===== config.mk =====
export PLATFORM = sky130hd
export DESIGN_NAME = pcd_regs
export DESIGN_NICKNAME = d
export VERILOG_FILES = /design/src/design/pcd_pkg.sv /design/src/design/pcd_adc_enc.sv /design/src/design/pcd_regs.sv
export SDC_FILE = /design/constraint.sdc
export NUM_CORES = 1
export LEC_CHECK = 0
export BUFFER_PORTS_ARGS = -buffer_cell sky130_fd_sc_hd__buf_4
export CAP_MARGIN = 20
export CORE_MARGIN = 2
export CORE_UTILIZATION = 50
export CTS_CLUSTER_SIZE = 30
export DETAILED_ROUTE_END_ITERATION = 16
export PLACE_DENSITY_LB_ADDON = 0.2
export SYNTH_ARGS = -nofsm -noshare
export SYNTH_HDL_FRONTEND = slang
export SYNTH_SLANG_ARGS = --single-unit

===== constraint.sdc =====
create_clock -name clk_in -period 3 [get_ports clk_in]
set_clock_uncertainty 0.15 [all_clocks]
set_input_delay 0.6 -clock clk_in [delete_from_list [all_inputs] [get_ports clk_in]]
set_output_delay 0.6 -clock clk_in [all_outputs]
set_load 0.02 [all_outputs]

===== src/design/pcd_pkg.sv =====
// Constants and types for the port conversion data register bank
package pcd_pkg;

    localparam int unsigned NUM_PORTS  = 12;
    localparam int unsigned DATA_W     = 12;
    localparam int unsigned REG_W      = 16;
    localparam int unsigned ADDR_W     = 8;
    localparam int unsigned MODE_W     = 4;
    localparam int unsigned RANGE_W    = 3;
    localparam int unsigned PORT_IDX_W = 4;

    // Register map
    localparam logic [ADDR_W-1:0] ADC_RESULT_BASE = 8'h40;
    localparam logic [ADDR_W-1:0] DAC_CODE_BASE   = 8'h60;

    // Field layout and reset values
    localparam int unsigned       DATA_LSB       = 0;
    localparam logic [DATA_W-1:0] ADC_RESULT_RST = 12'h000;
    localparam logic [DATA_W-1:0] DAC_CODE_RST   = 12'h000;
    localparam logic [REG_W-1:0]  RDATA_RST      = 16'h0000;
    localparam logic [DATA_W-1:0] ZERO_CODE      = 12'h000;

    // Offset binary to two's complement: invert the sign bit
    localparam logic [DATA_W-1:0] TWOS_FLIP = 12'h800;

    // Low input range codes that need the output clip
    localparam logic [RANGE_W-1:0] RANGE_LOW_A = 3'b100;
    localparam logic [RANGE_W-1:0] RANGE_LOW_B = 3'b110;

    // Highest code keeping the port within the safe window
    localparam logic [DATA_W-1:0] DAC_CLIP_MAX_RST = 12'h7ff;

    typedef enum logic [MODE_W-1:0] {
        PCD_MODE_HIZ      = 4'h0,
        PCD_MODE_DAC_MON  = 4'h6,
        PCD_MODE_SE_ADC   = 4'h7,
        PCD_MODE_DIFF_POS = 4'h8,
        PCD_MODE_DIFF_NEG = 4'h9,
        PCD_MODE_PSEUDO   = 4'ha
    } pcd_mode_t;

endpackage : pcd_pkg


===== src/design/pcd_adc_enc.sv =====
// Per-port result encoder chosen by the port's functional mode
`timescale 1ns/1ps
module pcd_adc_enc
    import pcd_pkg::*;
(
    input  wire logic [pcd_pkg::MODE_W-1:0] mode_in,
    input  wire logic [pcd_pkg::DATA_W-1:0] raw_in,
    output logic      [pcd_pkg::DATA_W-1:0] code_out,
    output logic                            load_out,
    output logic                            zero_out
);
    wire logic is_single;
    wire logic is_pos;
    wire logic is_neg;

    assign is_single = (mode_in == PCD_MODE_DAC_MON) || (mode_in == PCD_MODE_SE_ADC);
    assign is_pos    = (mode_in == PCD_MODE_DIFF_POS);
    // Negative inputs may be shared by several positive ports
    assign is_neg    = (mode_in == PCD_MODE_DIFF_NEG) || (mode_in == PCD_MODE_PSEUDO);

    assign code_out  = is_pos ? (raw_in ^ TWOS_FLIP) : raw_in;
    assign load_out  = is_single || is_pos;
    assign zero_out  = is_neg;

endmodule : pcd_adc_enc


===== src/design/pcd_regs.sv =====
// Top: ADC result and DAC code register bank for twelve ports
//
// Function
// - Twelve-bit conversion result per port, low field
// - Modes 6 and 7 give straight binary
// - Mode 8 result in two's complement
// - Modes 9 and 10 always read zero
// - Twelve read/write DAC code registers, ports 0-11
// - DAC codes are unsigned straight binary
// - One result register per port 0-11
// - Mode 10 low range clips DAC code
// - One negative port serves many positives
`timescale 1ns/1ps
module pcd_regs
    import pcd_pkg::*;
#(
    parameter int unsigned NPORT = NUM_PORTS
)
(
    input  wire logic                                           clk_in,
    input  wire logic                                           rstn_in,
    // Register access from the serial interface decoder
    input  wire logic [pcd_pkg::ADDR_W-1:0]                     reg_addr_in,
    input  wire logic                                           reg_wr_in,
    input  wire logic [pcd_pkg::REG_W-1:0]                      reg_wdata_in,
    input  wire logic                                           reg_rd_in,
    output logic      [pcd_pkg::REG_W-1:0]                      reg_rdata_out,
    output logic                                                reg_rvalid_out,
    // Port configuration from the mode registers
    input  wire logic [NPORT-1:0][pcd_pkg::MODE_W-1:0]          port_mode_in,
    input  wire logic [NPORT-1:0][pcd_pkg::RANGE_W-1:0]         port_range_in,
    input  wire logic [pcd_pkg::DATA_W-1:0]                     dac_clip_max_in,
    // Converter sample delivery
    input  wire logic                                           adc_valid_in,
    input  wire logic [pcd_pkg::PORT_IDX_W-1:0]                 adc_port_in,
    input  wire logic [pcd_pkg::DATA_W-1:0]                     adc_raw_in,
    // Codes to the port output converters
    output logic      [NPORT-1:0][pcd_pkg::DATA_W-1:0]          dac_code_out
);
    import pcd_pkg::*;

    // Address decode shared by read and write paths
    function automatic logic addr_hit(input logic [ADDR_W-1:0] addr,
                                      input logic [ADDR_W-1:0] base);
        logic [ADDR_W-1:0] off;
        off      = addr - base;
        addr_hit = (addr >= base) && (off < ADDR_W'(NPORT));
    endfunction : addr_hit

    function automatic logic [PORT_IDX_W-1:0] addr_idx(input logic [ADDR_W-1:0] addr,
                                                       input logic [ADDR_W-1:0] base);
        logic [ADDR_W-1:0] off;
        off      = addr - base;
        addr_idx = off[PORT_IDX_W-1:0];
    endfunction : addr_idx

    // Place a data field in a register word; upper bits stay zero
    function automatic logic [REG_W-1:0] to_word(input logic [DATA_W-1:0] field);
        logic [REG_W-1:0] word;
        word                     = RDATA_RST;
        word[DATA_LSB +: DATA_W] = field;
        to_word                  = word;
    endfunction : to_word

    // Input range codes that limit the driven code
    function automatic logic is_low_range(input logic [RANGE_W-1:0] rng);
        is_low_range = (rng == RANGE_LOW_A) || (rng == RANGE_LOW_B);
    endfunction : is_low_range

    logic [NPORT-1:0][DATA_W-1:0] adc_q;
    logic [NPORT-1:0][DATA_W-1:0] adc_d;
    logic [NPORT-1:0][DATA_W-1:0] dac_q;
    logic [NPORT-1:0][DATA_W-1:0] dac_d;
    logic [NPORT-1:0][DATA_W-1:0] dac_out_d;
    logic [NPORT-1:0][DATA_W-1:0] adc_view;
    logic [NPORT-1:0]             force_zero;

    wire logic                  adc_rd_hit;
    wire logic                  dac_rd_hit;
    wire logic                  dac_wr_hit;
    wire logic [PORT_IDX_W-1:0] adc_rd_idx;
    wire logic [PORT_IDX_W-1:0] dac_rd_idx;
    wire logic [PORT_IDX_W-1:0] dac_wr_idx;
    wire logic [REG_W-1:0]      rdata_d;
    wire logic [REG_W-1:0]      adc_sel;
    wire logic [REG_W-1:0]      dac_sel;
    wire logic [DATA_W-1:0]     wr_field;
    wire logic                  sample_in_range;

    // Result words; named views assume the full twelve ports
    wire logic [REG_W-1:0]      adc_result_port0;
    wire logic [REG_W-1:0]      adc_result_port1;
    wire logic [REG_W-1:0]      adc_result_port2;
    wire logic [REG_W-1:0]      adc_result_port3;
    wire logic [REG_W-1:0]      adc_result_port4;
    wire logic [REG_W-1:0]      adc_result_port5;
    wire logic [REG_W-1:0]      adc_result_port6;
    wire logic [REG_W-1:0]      adc_result_port7;
    wire logic [REG_W-1:0]      adc_result_port8;
    wire logic [REG_W-1:0]      adc_result_port9;
    wire logic [REG_W-1:0]      adc_result_port10;
    wire logic [REG_W-1:0]      adc_result_port11;

    // Code words as stored, before any clip
    wire logic [REG_W-1:0]      dac_code_port0;
    wire logic [REG_W-1:0]      dac_code_port1;
    wire logic [REG_W-1:0]      dac_code_port2;
    wire logic [REG_W-1:0]      dac_code_port3;
    wire logic [REG_W-1:0]      dac_code_port4;
    wire logic [REG_W-1:0]      dac_code_port5;
    wire logic [REG_W-1:0]      dac_code_port6;
    wire logic [REG_W-1:0]      dac_code_port7;
    wire logic [REG_W-1:0]      dac_code_port8;
    wire logic [REG_W-1:0]      dac_code_port9;
    wire logic [REG_W-1:0]      dac_code_port10;
    wire logic [REG_W-1:0]      dac_code_port11;

    assign adc_rd_hit = addr_hit(reg_addr_in, ADC_RESULT_BASE);
    assign dac_rd_hit = addr_hit(reg_addr_in, DAC_CODE_BASE);
    // Result registers have no write path at all
    assign dac_wr_hit = reg_wr_in && dac_rd_hit;
    assign adc_rd_idx = addr_idx(reg_addr_in, ADC_RESULT_BASE);
    assign dac_rd_idx = addr_idx(reg_addr_in, DAC_CODE_BASE);
    assign dac_wr_idx = dac_rd_idx;

    // Sample for a port index past the last port is dropped
    assign sample_in_range = (adc_port_in < PORT_IDX_W'(NPORT));

    // Bits above the field are dropped on write
    assign wr_field = reg_wdata_in[DATA_LSB +: DATA_W];

    genvar gi;
    generate
        for (gi = 0; gi < NPORT; gi++)
        begin : g_port
            wire logic [DATA_W-1:0] enc_code;
            wire logic              enc_load;
            wire logic              sample_hit;
            wire logic              wr_sel;
            wire logic              range_low;
            wire logic              clip_on;

            pcd_adc_enc u_enc (
                .mode_in  (port_mode_in[gi]),
                .raw_in   (adc_raw_in),
                .code_out (enc_code),
                .load_out (enc_load),
                .zero_out (force_zero[gi])
            );

            // Each sample lands only in its own port's register
            assign sample_hit = adc_valid_in && sample_in_range &&
                                (adc_port_in == PORT_IDX_W'(gi)) && enc_load;

            assign adc_d[gi] = force_zero[gi] ? ZERO_CODE :
                               sample_hit     ? enc_code  : adc_q[gi];
            // Read view masks too, so a mode change shows zero at once
            assign adc_view[gi] = force_zero[gi] ? ZERO_CODE : adc_q[gi];

            // Stored code is unsigned; host writes it as such
            assign wr_sel    = dac_wr_hit && (dac_wr_idx == PORT_IDX_W'(gi));
            assign dac_d[gi] = wr_sel ? wr_field : dac_q[gi];

            // Register keeps the written code; only the drive is limited
            assign range_low = is_low_range(port_range_in[gi]);
            assign clip_on   = (port_mode_in[gi] == PCD_MODE_PSEUDO) && range_low;
            assign dac_out_d[gi] = (clip_on && (dac_q[gi] > dac_clip_max_in))
                                 ? dac_clip_max_in : dac_q[gi];

            // Separate registers keep each always_ff short
            always_ff @(posedge clk_in or negedge rstn_in)
            begin
                if (!rstn_in)
                begin
                    adc_q[gi] <= ADC_RESULT_RST;
                end
                else
                begin
                    adc_q[gi] <= adc_d[gi];
                end
            end

            always_ff @(posedge clk_in or negedge rstn_in)
            begin
                if (!rstn_in)
                begin
                    dac_q[gi] <= DAC_CODE_RST;
                end
                else
                begin
                    dac_q[gi] <= dac_d[gi];
                end
            end

            always_ff @(posedge clk_in or negedge rstn_in)
            begin
                if (!rstn_in)
                begin
                    dac_code_out[gi] <= DAC_CODE_RST;
                end
                else
                begin
                    dac_code_out[gi] <= dac_out_d[gi];
                end
            end
        end
    endgenerate

    // Result views carry the zero mask of negative ports
    assign adc_result_port0  = to_word(adc_view[0]);
    assign adc_result_port1  = to_word(adc_view[1]);
    assign adc_result_port2  = to_word(adc_view[2]);
    assign adc_result_port3  = to_word(adc_view[3]);
    assign adc_result_port4  = to_word(adc_view[4]);
    assign adc_result_port5  = to_word(adc_view[5]);
    assign adc_result_port6  = to_word(adc_view[6]);
    assign adc_result_port7  = to_word(adc_view[7]);
    assign adc_result_port8  = to_word(adc_view[8]);
    assign adc_result_port9  = to_word(adc_view[9]);
    assign adc_result_port10 = to_word(adc_view[10]);
    assign adc_result_port11 = to_word(adc_view[11]);

    // Readback shows the written code, not the clipped drive
    assign dac_code_port0    = to_word(dac_q[0]);
    assign dac_code_port1    = to_word(dac_q[1]);
    assign dac_code_port2    = to_word(dac_q[2]);
    assign dac_code_port3    = to_word(dac_q[3]);
    assign dac_code_port4    = to_word(dac_q[4]);
    assign dac_code_port5    = to_word(dac_q[5]);
    assign dac_code_port6    = to_word(dac_q[6]);
    assign dac_code_port7    = to_word(dac_q[7]);
    assign dac_code_port8    = to_word(dac_q[8]);
    assign dac_code_port9    = to_word(dac_q[9]);
    assign dac_code_port10   = to_word(dac_q[10]);
    assign dac_code_port11   = to_word(dac_q[11]);

    // Per-kind selection by port index
    assign adc_sel = (adc_rd_idx == 4'h0) ? adc_result_port0  :
                     (adc_rd_idx == 4'h1) ? adc_result_port1  :
                     (adc_rd_idx == 4'h2) ? adc_result_port2  :
                     (adc_rd_idx == 4'h3) ? adc_result_port3  :
                     (adc_rd_idx == 4'h4) ? adc_result_port4  :
                     (adc_rd_idx == 4'h5) ? adc_result_port5  :
                     (adc_rd_idx == 4'h6) ? adc_result_port6  :
                     (adc_rd_idx == 4'h7) ? adc_result_port7  :
                     (adc_rd_idx == 4'h8) ? adc_result_port8  :
                     (adc_rd_idx == 4'h9) ? adc_result_port9  :
                     (adc_rd_idx == 4'ha) ? adc_result_port10 :
                     (adc_rd_idx == 4'hb) ? adc_result_port11 :
                                            RDATA_RST;

    assign dac_sel = (dac_rd_idx == 4'h0) ? dac_code_port0  :
                     (dac_rd_idx == 4'h1) ? dac_code_port1  :
                     (dac_rd_idx == 4'h2) ? dac_code_port2  :
                     (dac_rd_idx == 4'h3) ? dac_code_port3  :
                     (dac_rd_idx == 4'h4) ? dac_code_port4  :
                     (dac_rd_idx == 4'h5) ? dac_code_port5  :
                     (dac_rd_idx == 4'h6) ? dac_code_port6  :
                     (dac_rd_idx == 4'h7) ? dac_code_port7  :
                     (dac_rd_idx == 4'h8) ? dac_code_port8  :
                     (dac_rd_idx == 4'h9) ? dac_code_port9  :
                     (dac_rd_idx == 4'ha) ? dac_code_port10 :
                     (dac_rd_idx == 4'hb) ? dac_code_port11 :
                                            RDATA_RST;

    // Upper bits zero; unmapped addresses read as zero
    assign rdata_d = adc_rd_hit ? adc_sel :
                     dac_rd_hit ? dac_sel :
                                  RDATA_RST;

    // Strobe echo, one cycle later, stands as long as the strobe does
    always_ff @(posedge clk_in or negedge rstn_in)
    begin
        if (!rstn_in)
        begin
            reg_rvalid_out <= 1'b0;
        end
        else
        begin
            reg_rvalid_out <= reg_rd_in;
        end
    end

    // Read word holds until the next read
    always_ff @(posedge clk_in or negedge rstn_in)
    begin
        if (!rstn_in)
        begin
            reg_rdata_out <= RDATA_RST;
        end
        else if (reg_rd_in)
        begin
            reg_rdata_out <= rdata_d;
        end
    end

endmodule : pcd_regs


==> results of run 1 <==
where the power goes:
group          switching [uW]  leakage [uW]  internal [uW]
Sequential                182       0.00608           6220
Combinational            1130       0.00787            763
Clock                    2560      0.000756           3430
final timing paths:
| check | from | end | slack [ns] | cells past startpoint |
|---|---|---|---|---|
| min reg2reg | adc_q[101] | adc_q[101] | 0.35 | 2 |
| min | port_mode_in[25] | adc_q[83] | 0.09 | 2 |
| max | dac_code_port4[5] | dac_code_out[58] | 0.35 | 9 |
| min in group asynchronous | rstn_in | dac_code_out[138] | 0.39 | 2 |
| max in group asynchronous | rstn_in | dac_code_port2[0] | 1.43 | 3 |
| max reg2reg | dac_code_port4[5] | dac_code_out[58] | 0.35 | 9 |
cell usage in the layout, fill, tap and decap left out, drive strengths merged, types with 26 or more instances in the layout:
| cell type | Yosys | final |
|---|---|---|
| a21o | 36 | 36 |
| nor2 | 133 | 133 |
| nand2 | 238 | 238 |
| mux2 | 284 | 284 |
| buf | 67 | 506 |
| ha | 146 | 146 |
| nand4 | 38 | 38 |
| inv | 39 | 40 |
| nand3 | 37 | 37 |
| o21ai | 116 | 116 |
| mux2i | 77 | 77 |
| dfrtp | 445 | 445 |
| clkbuf | 86 | 60 |
| nand2b | 31 | 31 |
| nor2b | 31 | 31 |
| o22ai | 26 | 26 |
| nor3 | 38 | 38 |
| a22oi | 30 | 30 |
| a21oi | 124 | 124 |
synth_stat cells, types with 5 or more instances:
master | count | area, sq um
dfrtp_1 | 445 | 11140
mux2_2 | 271 | 3052
nand2_1 | 236 | 885.9
ha_1 | 146 | 1827
nor2_1 | 131 | 491.7
a21oi_1 | 123 | 615.6
o21ai_0 | 106 | 530.5
clkbuf_1 | 86 | 322.8
mux2i_1 | 77 | 770.7
buf_2 | 42 | 210.2
inv_1 | 38 | 142.6
nand4_1 | 38 | 237.7
nand3_1 | 37 | 185.2
a21o_1 | 36 | 270.3
nor3_1 | 33 | 165.2
nand2b_1 | 31 | 193.9
nor2b_1 | 31 | 193.9
a22oi_1 | 30 | 225.2
o22ai_1 | 26 | 162.7
and3_1 | 20 | 125.1
a211oi_1 | 18 | 135.1
buf_4 | 18 | 135.1
a31oi_1 | 15 | 93.84
mux2_1 | 12 | 135.1
nand3b_1 | 12 | 90.09
nor4_1 | 11 | 68.82
o211ai_1 | 10 | 75.07
o21ai_1 | 10 | 50.05
a221oi_1 | 9 | 78.83
o2bb2ai_1 | 9 | 78.83
o32ai_1 | 8 | 70.07
o41a_1 | 8 | 90.09
xor2_1 | 8 | 70.07
a32oi_1 | 7 | 61.31
o31ai_1 | 7 | 52.55
a222oi_1 | 5 | 50.05
a32o_1 | 5 | 50.05
xnor2_1 | 5 | 43.79
stage by stage:
stage                     setup slack (ns)  instance area [sq um]
after floorplan                    0.03390                  23960
final                               0.3519                  29690
after global placement             -0.1294                  28110
after detailed placement           -0.2168                  28110
after CTS                           0.3805                  29680
after global routing                0.2013                  29680
logic make-up (layout without fill, tap and decap cells):
family          count (synthesis)  count (layout)  synth area share
compound gates                466             466            0.1261
xor+xnor                       13              13          0.004754
fa+ha+maj                     146             146           0.07628
buf+inv                       194             635           0.03636
flops                         445             445            0.4650
mux                           365             365            0.1696
other cells                     1               7         0.0001566
simple gates                  614             614            0.1217
what timing repair did:
item / 4_1_cts / 5_1_grt
endpoints found under the setup margin: 0 / 0
hold buffers: 1 / 0
endpoints found under the hold margin: 47 / 0
routing by layer:
metal  GRT usage  vias up  wire length (um)  share of wire
li1            -     9004                 -              -
met1      0.4491     9975             33840           0.40
met2      0.5411      948             39400           0.47
met3     0.06137      203              6459          0.077
met4      0.1580        2              4026          0.048
met5           0        -                19        0.00023
layout make-up:
| class | count | area share |
|---|---|---|
| clock inverter | 27 | 0.009019 |
| inverter | 41 | 0.005184 |
| sequential | 445 | 0.3751 |
| timing repair buffer | 507 | 0.1382 |
| antenna | 3 | 0.0002529 |
| tap | 615 | 0.02592 |
| multi-input combinational | 1608 | 0.4026 |
| clock buffer | 60 | 0.04370 |
worst max-delay path, stage by stage, from the launching register on:
cell,delay [ns]
dfrtp_1,0.43
ha_1,0.31
nand4_1,0.17
nor3_1,0.07
buf_4,0.16
nor4_1,0.26
buf_4,0.19
o41a_1,0.22
buf_12,0.17
mux2_2,0.37
==> run summary, run 1 <==
Die width -> 222.9 um
Yosys warnings -> 0
Critical Path Sink Type -> flip-flop
Post-DRT Antenna Nets -> 0
TritonCTS Buffers -> 49
Tot Pwr -> 14,280 uW
Share of layout cells above drive strength 1 -> 0.3285
Largest net degree at the start of global routing -> 89
Iteration count of the initial detailed-routing pass -> 8
Startpoint types -> flip-flop
Worst skew pair latency -> 0.60 ns
Cells resized by post-CTS repair -> 0
Final period utilization -> 0.8827
Vias in the first global route -> 19,940
Vias post-DR -> 20,130
Residual DRC count -> 0
Ys async rst share -> 1.000
Clk sinks -> 445
CTS H-tree depth -> 2
Crit Path Max Fanout -> 11
Sequential Area -> 11,140 sq um
Final Max Slew Viols -> 0
Nets -> 2,939
Final hold vios -> 0
GRT Residual Overflow -> 0
Main synth FF type -> dfrtp_1
Sequential area share after synthesis -> 0.4650
Worst endpoint required time -> 3.31 ns
Maximum buffer depth of the clock tree -> 3
Hold Slack -> 0.08613 ns
Starting DRT DRC Count -> 1,781
CORE AREA -> 47,550 sq um
Syn Inst Count -> 2,244
Multi-input combinational cell area -> 11,950 sq um
Port bufs -> 281
CP arrival -> 2.96 ns
Unique masters post-synth -> 80
Synthesized area -> 23,950 sq um
Overall global routing resource usage -> 0.3384
Relative slew slack -> 0.5289
Post-synthesis average cell area -> 10.67 sq um
Clk slew on worst S/H paths -> 0.07 ns
Row count -> 80
Minimum clock period -> 2.648 ns
Routed wire length -> 83.74 mm
IO Count -> 302
Placed Instances -> 3,215
Final setup vio count -> 0
RSZ-0062 raised after global routing -> false
Via density per instance -> 6.090
Post-CTS Setup Bufs -> 0
Initial core utilization -> 0.5037
Post-synth EDFFs -> 0
Registers with the most flip-flops -> adc_q x144, dac_code_out x144
Die H -> 222.9 um
Power Density -> 481.1 nW/um^2
Avg WL per Cell -> 25.33 um
MaxCap Viol Count -> 0
Yosys reg bits -> 445
Global-route wire length before repair -> 125.8 mm
DIE AREA -> 49,660 sq um
Area added between synthesis and finish -> 23.97%
TritonCTS clock tree -> yes
Dpl hpwl -> 64.22 mm
Max frequency -> 0.3776 GHz
Status -> complete, no violations
Clk root buf -> clkbuf_16
Worst hold path type -> in -> reg
Peak supply drop -> 0.4593 mV
Critical Setup Path Class -> reg -> reg
Fin Setup TNS -> 0 ns
Routability Congestion -> 0.9647
Worst-margin pin slew -> 0.7040 ns
Final Non-Filler Cells -> 3,306
Fill cells -> 3,823
Initial antenna violation count -> 2
Layout Utilization -> 0.6244
Total leakage power -> 0.01471 uW
(Power assumes the default switching activity.)
==> run 2: changes to the inputs <==
Settings changed: ABC_CLOCK_PERIOD_IN_PS set to 2750, SLEW_MARGIN set to 20.
Clock period 3 ns to 2.75 ns, I/O delays scaled along.
==> run summary, run 2 (synthesis gave the netlist of run 1 again) <==
GRT Residual Overflow -> 0 (unchanged)
Vias post-DR -> 20,440 (+1.5%)
Peak supply drop -> 0.4486 mV (-2.3%)
Power Density -> 520.2 nW/um^2 (+8.1%)
Clk sinks -> 445 (unchanged)
Post-DRT Antenna Nets -> 0 (unchanged)
Clk root buf -> clkbuf_16
Most frequent cells in the layout -> buf_4 (533), dfrtp_1 (445), mux2_2 (271), nand2_1 (236), ha_1 (146)
Residual DRC count -> 0 (unchanged)
Final non-filler cell area -> 30,370 sq um (+2.3%)
Critical Setup Path Class -> reg -> reg
Final setup vio count -> 0 (unchanged)
Row count -> 80 (unchanged)
Worst skew pair latency -> 0.59 ns (about the same)
IO Count -> 302 (unchanged)
Die width -> 222.9 um (unchanged)
CORE AREA -> 47,550 sq um (unchanged)
Post-CTS Setup Bufs -> 0 (unchanged)
Port bufs -> 281 (unchanged)
Max frequency -> 0.3736 GHz (-1.1%)
DIE AREA -> 49,660 sq um (unchanged)
Routed wire length -> 84.13 mm (+0.46%)
Tot Pwr -> 15,800 uW (+11%)
Crit Path Max Fanout -> 7 (-4)
Registers with the most flip-flops -> adc_q x144, dac_code_out x144
Avg WL per Cell -> 25.00 um (-1.3%)
Overall global routing resource usage -> 0.3392 (+0.0007437)
Routability Congestion -> 0.9639 (about the same)
Worst endpoint required time -> 3.06 ns (-0.25 ns)
Critical Path Sink Type -> flip-flop
Final period utilization -> 0.9733 (+0.09060)
Iteration count of the initial detailed-routing pass -> 6 (-2)
CP arrival -> 2.99 ns (+0.03 ns)
Commonest non-fill, non-tap cell in the layout -> buf_4
CTS H-tree depth -> 2 (unchanged)
TritonCTS clock tree -> yes
Worst hold path type -> in -> reg
Startpoint types -> flip-flop
Share of layout cells above drive strength 1 -> 0.3467 (+0.01817)
Global-route wire length before repair -> 127.0 mm (+0.89%)
Maximum buffer depth of the clock tree -> 3 (unchanged)
Initial core utilization -> 0.5037 (unchanged)
Fill cells -> 3,832 (+0.24%)
Sequential Area -> 11,140 sq um (unchanged)
Multi-input combinational cell area -> 11,960 sq um (about the same)
Dpl hpwl -> 65.42 mm (+1.9%)
Starting DRT DRC Count -> 1,941 (+9.0%)
Die H -> 222.9 um (unchanged)
Final hold vios -> 0 (unchanged)
MaxCap Viol Count -> 0 (unchanged)
Relative slew slack -> 0.3380 (-0.1910)
Via density per instance -> 6.074 (-0.26%)
Vias in the first global route -> 20,600 (+3.3%)
Clk slew on worst S/H paths -> 0.06 ns (about the same)
Final Max Slew Viols -> 0 (unchanged)
Total leakage power -> 0.01512 uW (+2.7%)
Initial antenna violation count -> 2 (unchanged)
Status -> complete, no violations
DP Area -> 28,740 sq um (+2.3%)
Nets -> 3,002 (+2.1%)
RSZ-0062 raised after global routing -> false
Worst-margin pin slew -> 0.9871 ns (+0.2831 ns)
Largest net degree at the start of global routing -> 65 (-27%)
TritonCTS Buffers -> 48 (-2.0%)
Minimum clock period -> 2.677 ns (+0.02847 ns)
Area added between synthesis and finish -> 26.82%
run 2: cell types whose count changed in the layout (fill, tap and decap cells not counted), sizes merged:
cell      change
clkbuf       +10
clkinvlp      -6
buf          +64
diode         -2
clkinv        -7
run 2: per-layer routing:
layer / share of wire / global-route usage
met1: 0.41 / 0.4489
met3: 0.072 / 0.05913
met4: 0.045 / 0.1435
met2: 0.47 / 0.5526
met5: 0 / 0
run 2: metrics by stage:
| step | hold slack [ns] | TNS [ns] | setup WS, ns | utilization | cells |
|---|---|---|---|---|---|
| 2_1_floorplan | 0.1044 | 0 | 0.003135 | - | 2247 |
| 3_3_place_gp | 0.3290 | -20.59 | -0.3390 | 0.6044 | 3279 |
| 3_5_place_dp | 0.3348 | -25.55 | -0.3246 | 0.6044 | 3279 |
| 4_1_cts | 0.01879 | 0 | 0.08723 | 0.6385 | 3364 |
| 5_1_grt | 0.04692 | 0 | 0.002602 | 0.6387 | 3364 |
| 6_report | 0.04172 | 0 | 0.07347 | 0.6388 | 3365 |
run 2: what timing repair did:
action | in CTS | in global routing
hold endpoints to repair | 46 | 0
hold buffers | 1 | 0
gates resized for setup | 0 | 2
setup endpoints to repair | 0 | 6
run 2: worst paths after layout:
kind                                          from                 to  slack [ns]  depth (start not counted)
min in group asynchronous                  rstn_in  dac_code_port9[5]        0.36                          2
worst max-delay path            dac_code_port10[9]  dac_code_out[123]        0.07                          8
worst min register to register          adc_q[106]         adc_q[106]        0.35                          2
worst min-delay path              port_mode_in[37]         adc_q[119]        0.04                          2
worst max register to register  dac_code_port10[9]  dac_code_out[123]        0.07                          8
max in group asynchronous                  rstn_in           adc_q[5]        1.31                          3
run 2: where the power goes:
| part | total (uW) | internal, uW | switching, uW |
|---|---|---|---|
| clock | 6650 | 3950 | 2700 |
| sequential | 6980 | 6790 | 196 |
| combinational | 2160 | 910 | 1250 |
| total | 15800 | 11600 | 4150 |
run 2: layout make-up:
class                   count  area share
multi-input cells        1608      0.3938
flip-flops and latches    445      0.3667
repair buffers            571      0.1560
clock buffers              70     0.04692
well taps                 615     0.02534
clock inverters            14    0.006056
inverters                  41    0.005150
diodes                      1  0.00008240
run 2: critical path: stages (launching register included):
cell	delay [ns]
dfrtp_1	0.44
ha_1	0.32
nand4_1	0.18
nor3_1	0.12
nor4_1	0.34
buf_4	0.19
o41a_1	0.25
buf_6	0.19
mux2_2	0.35
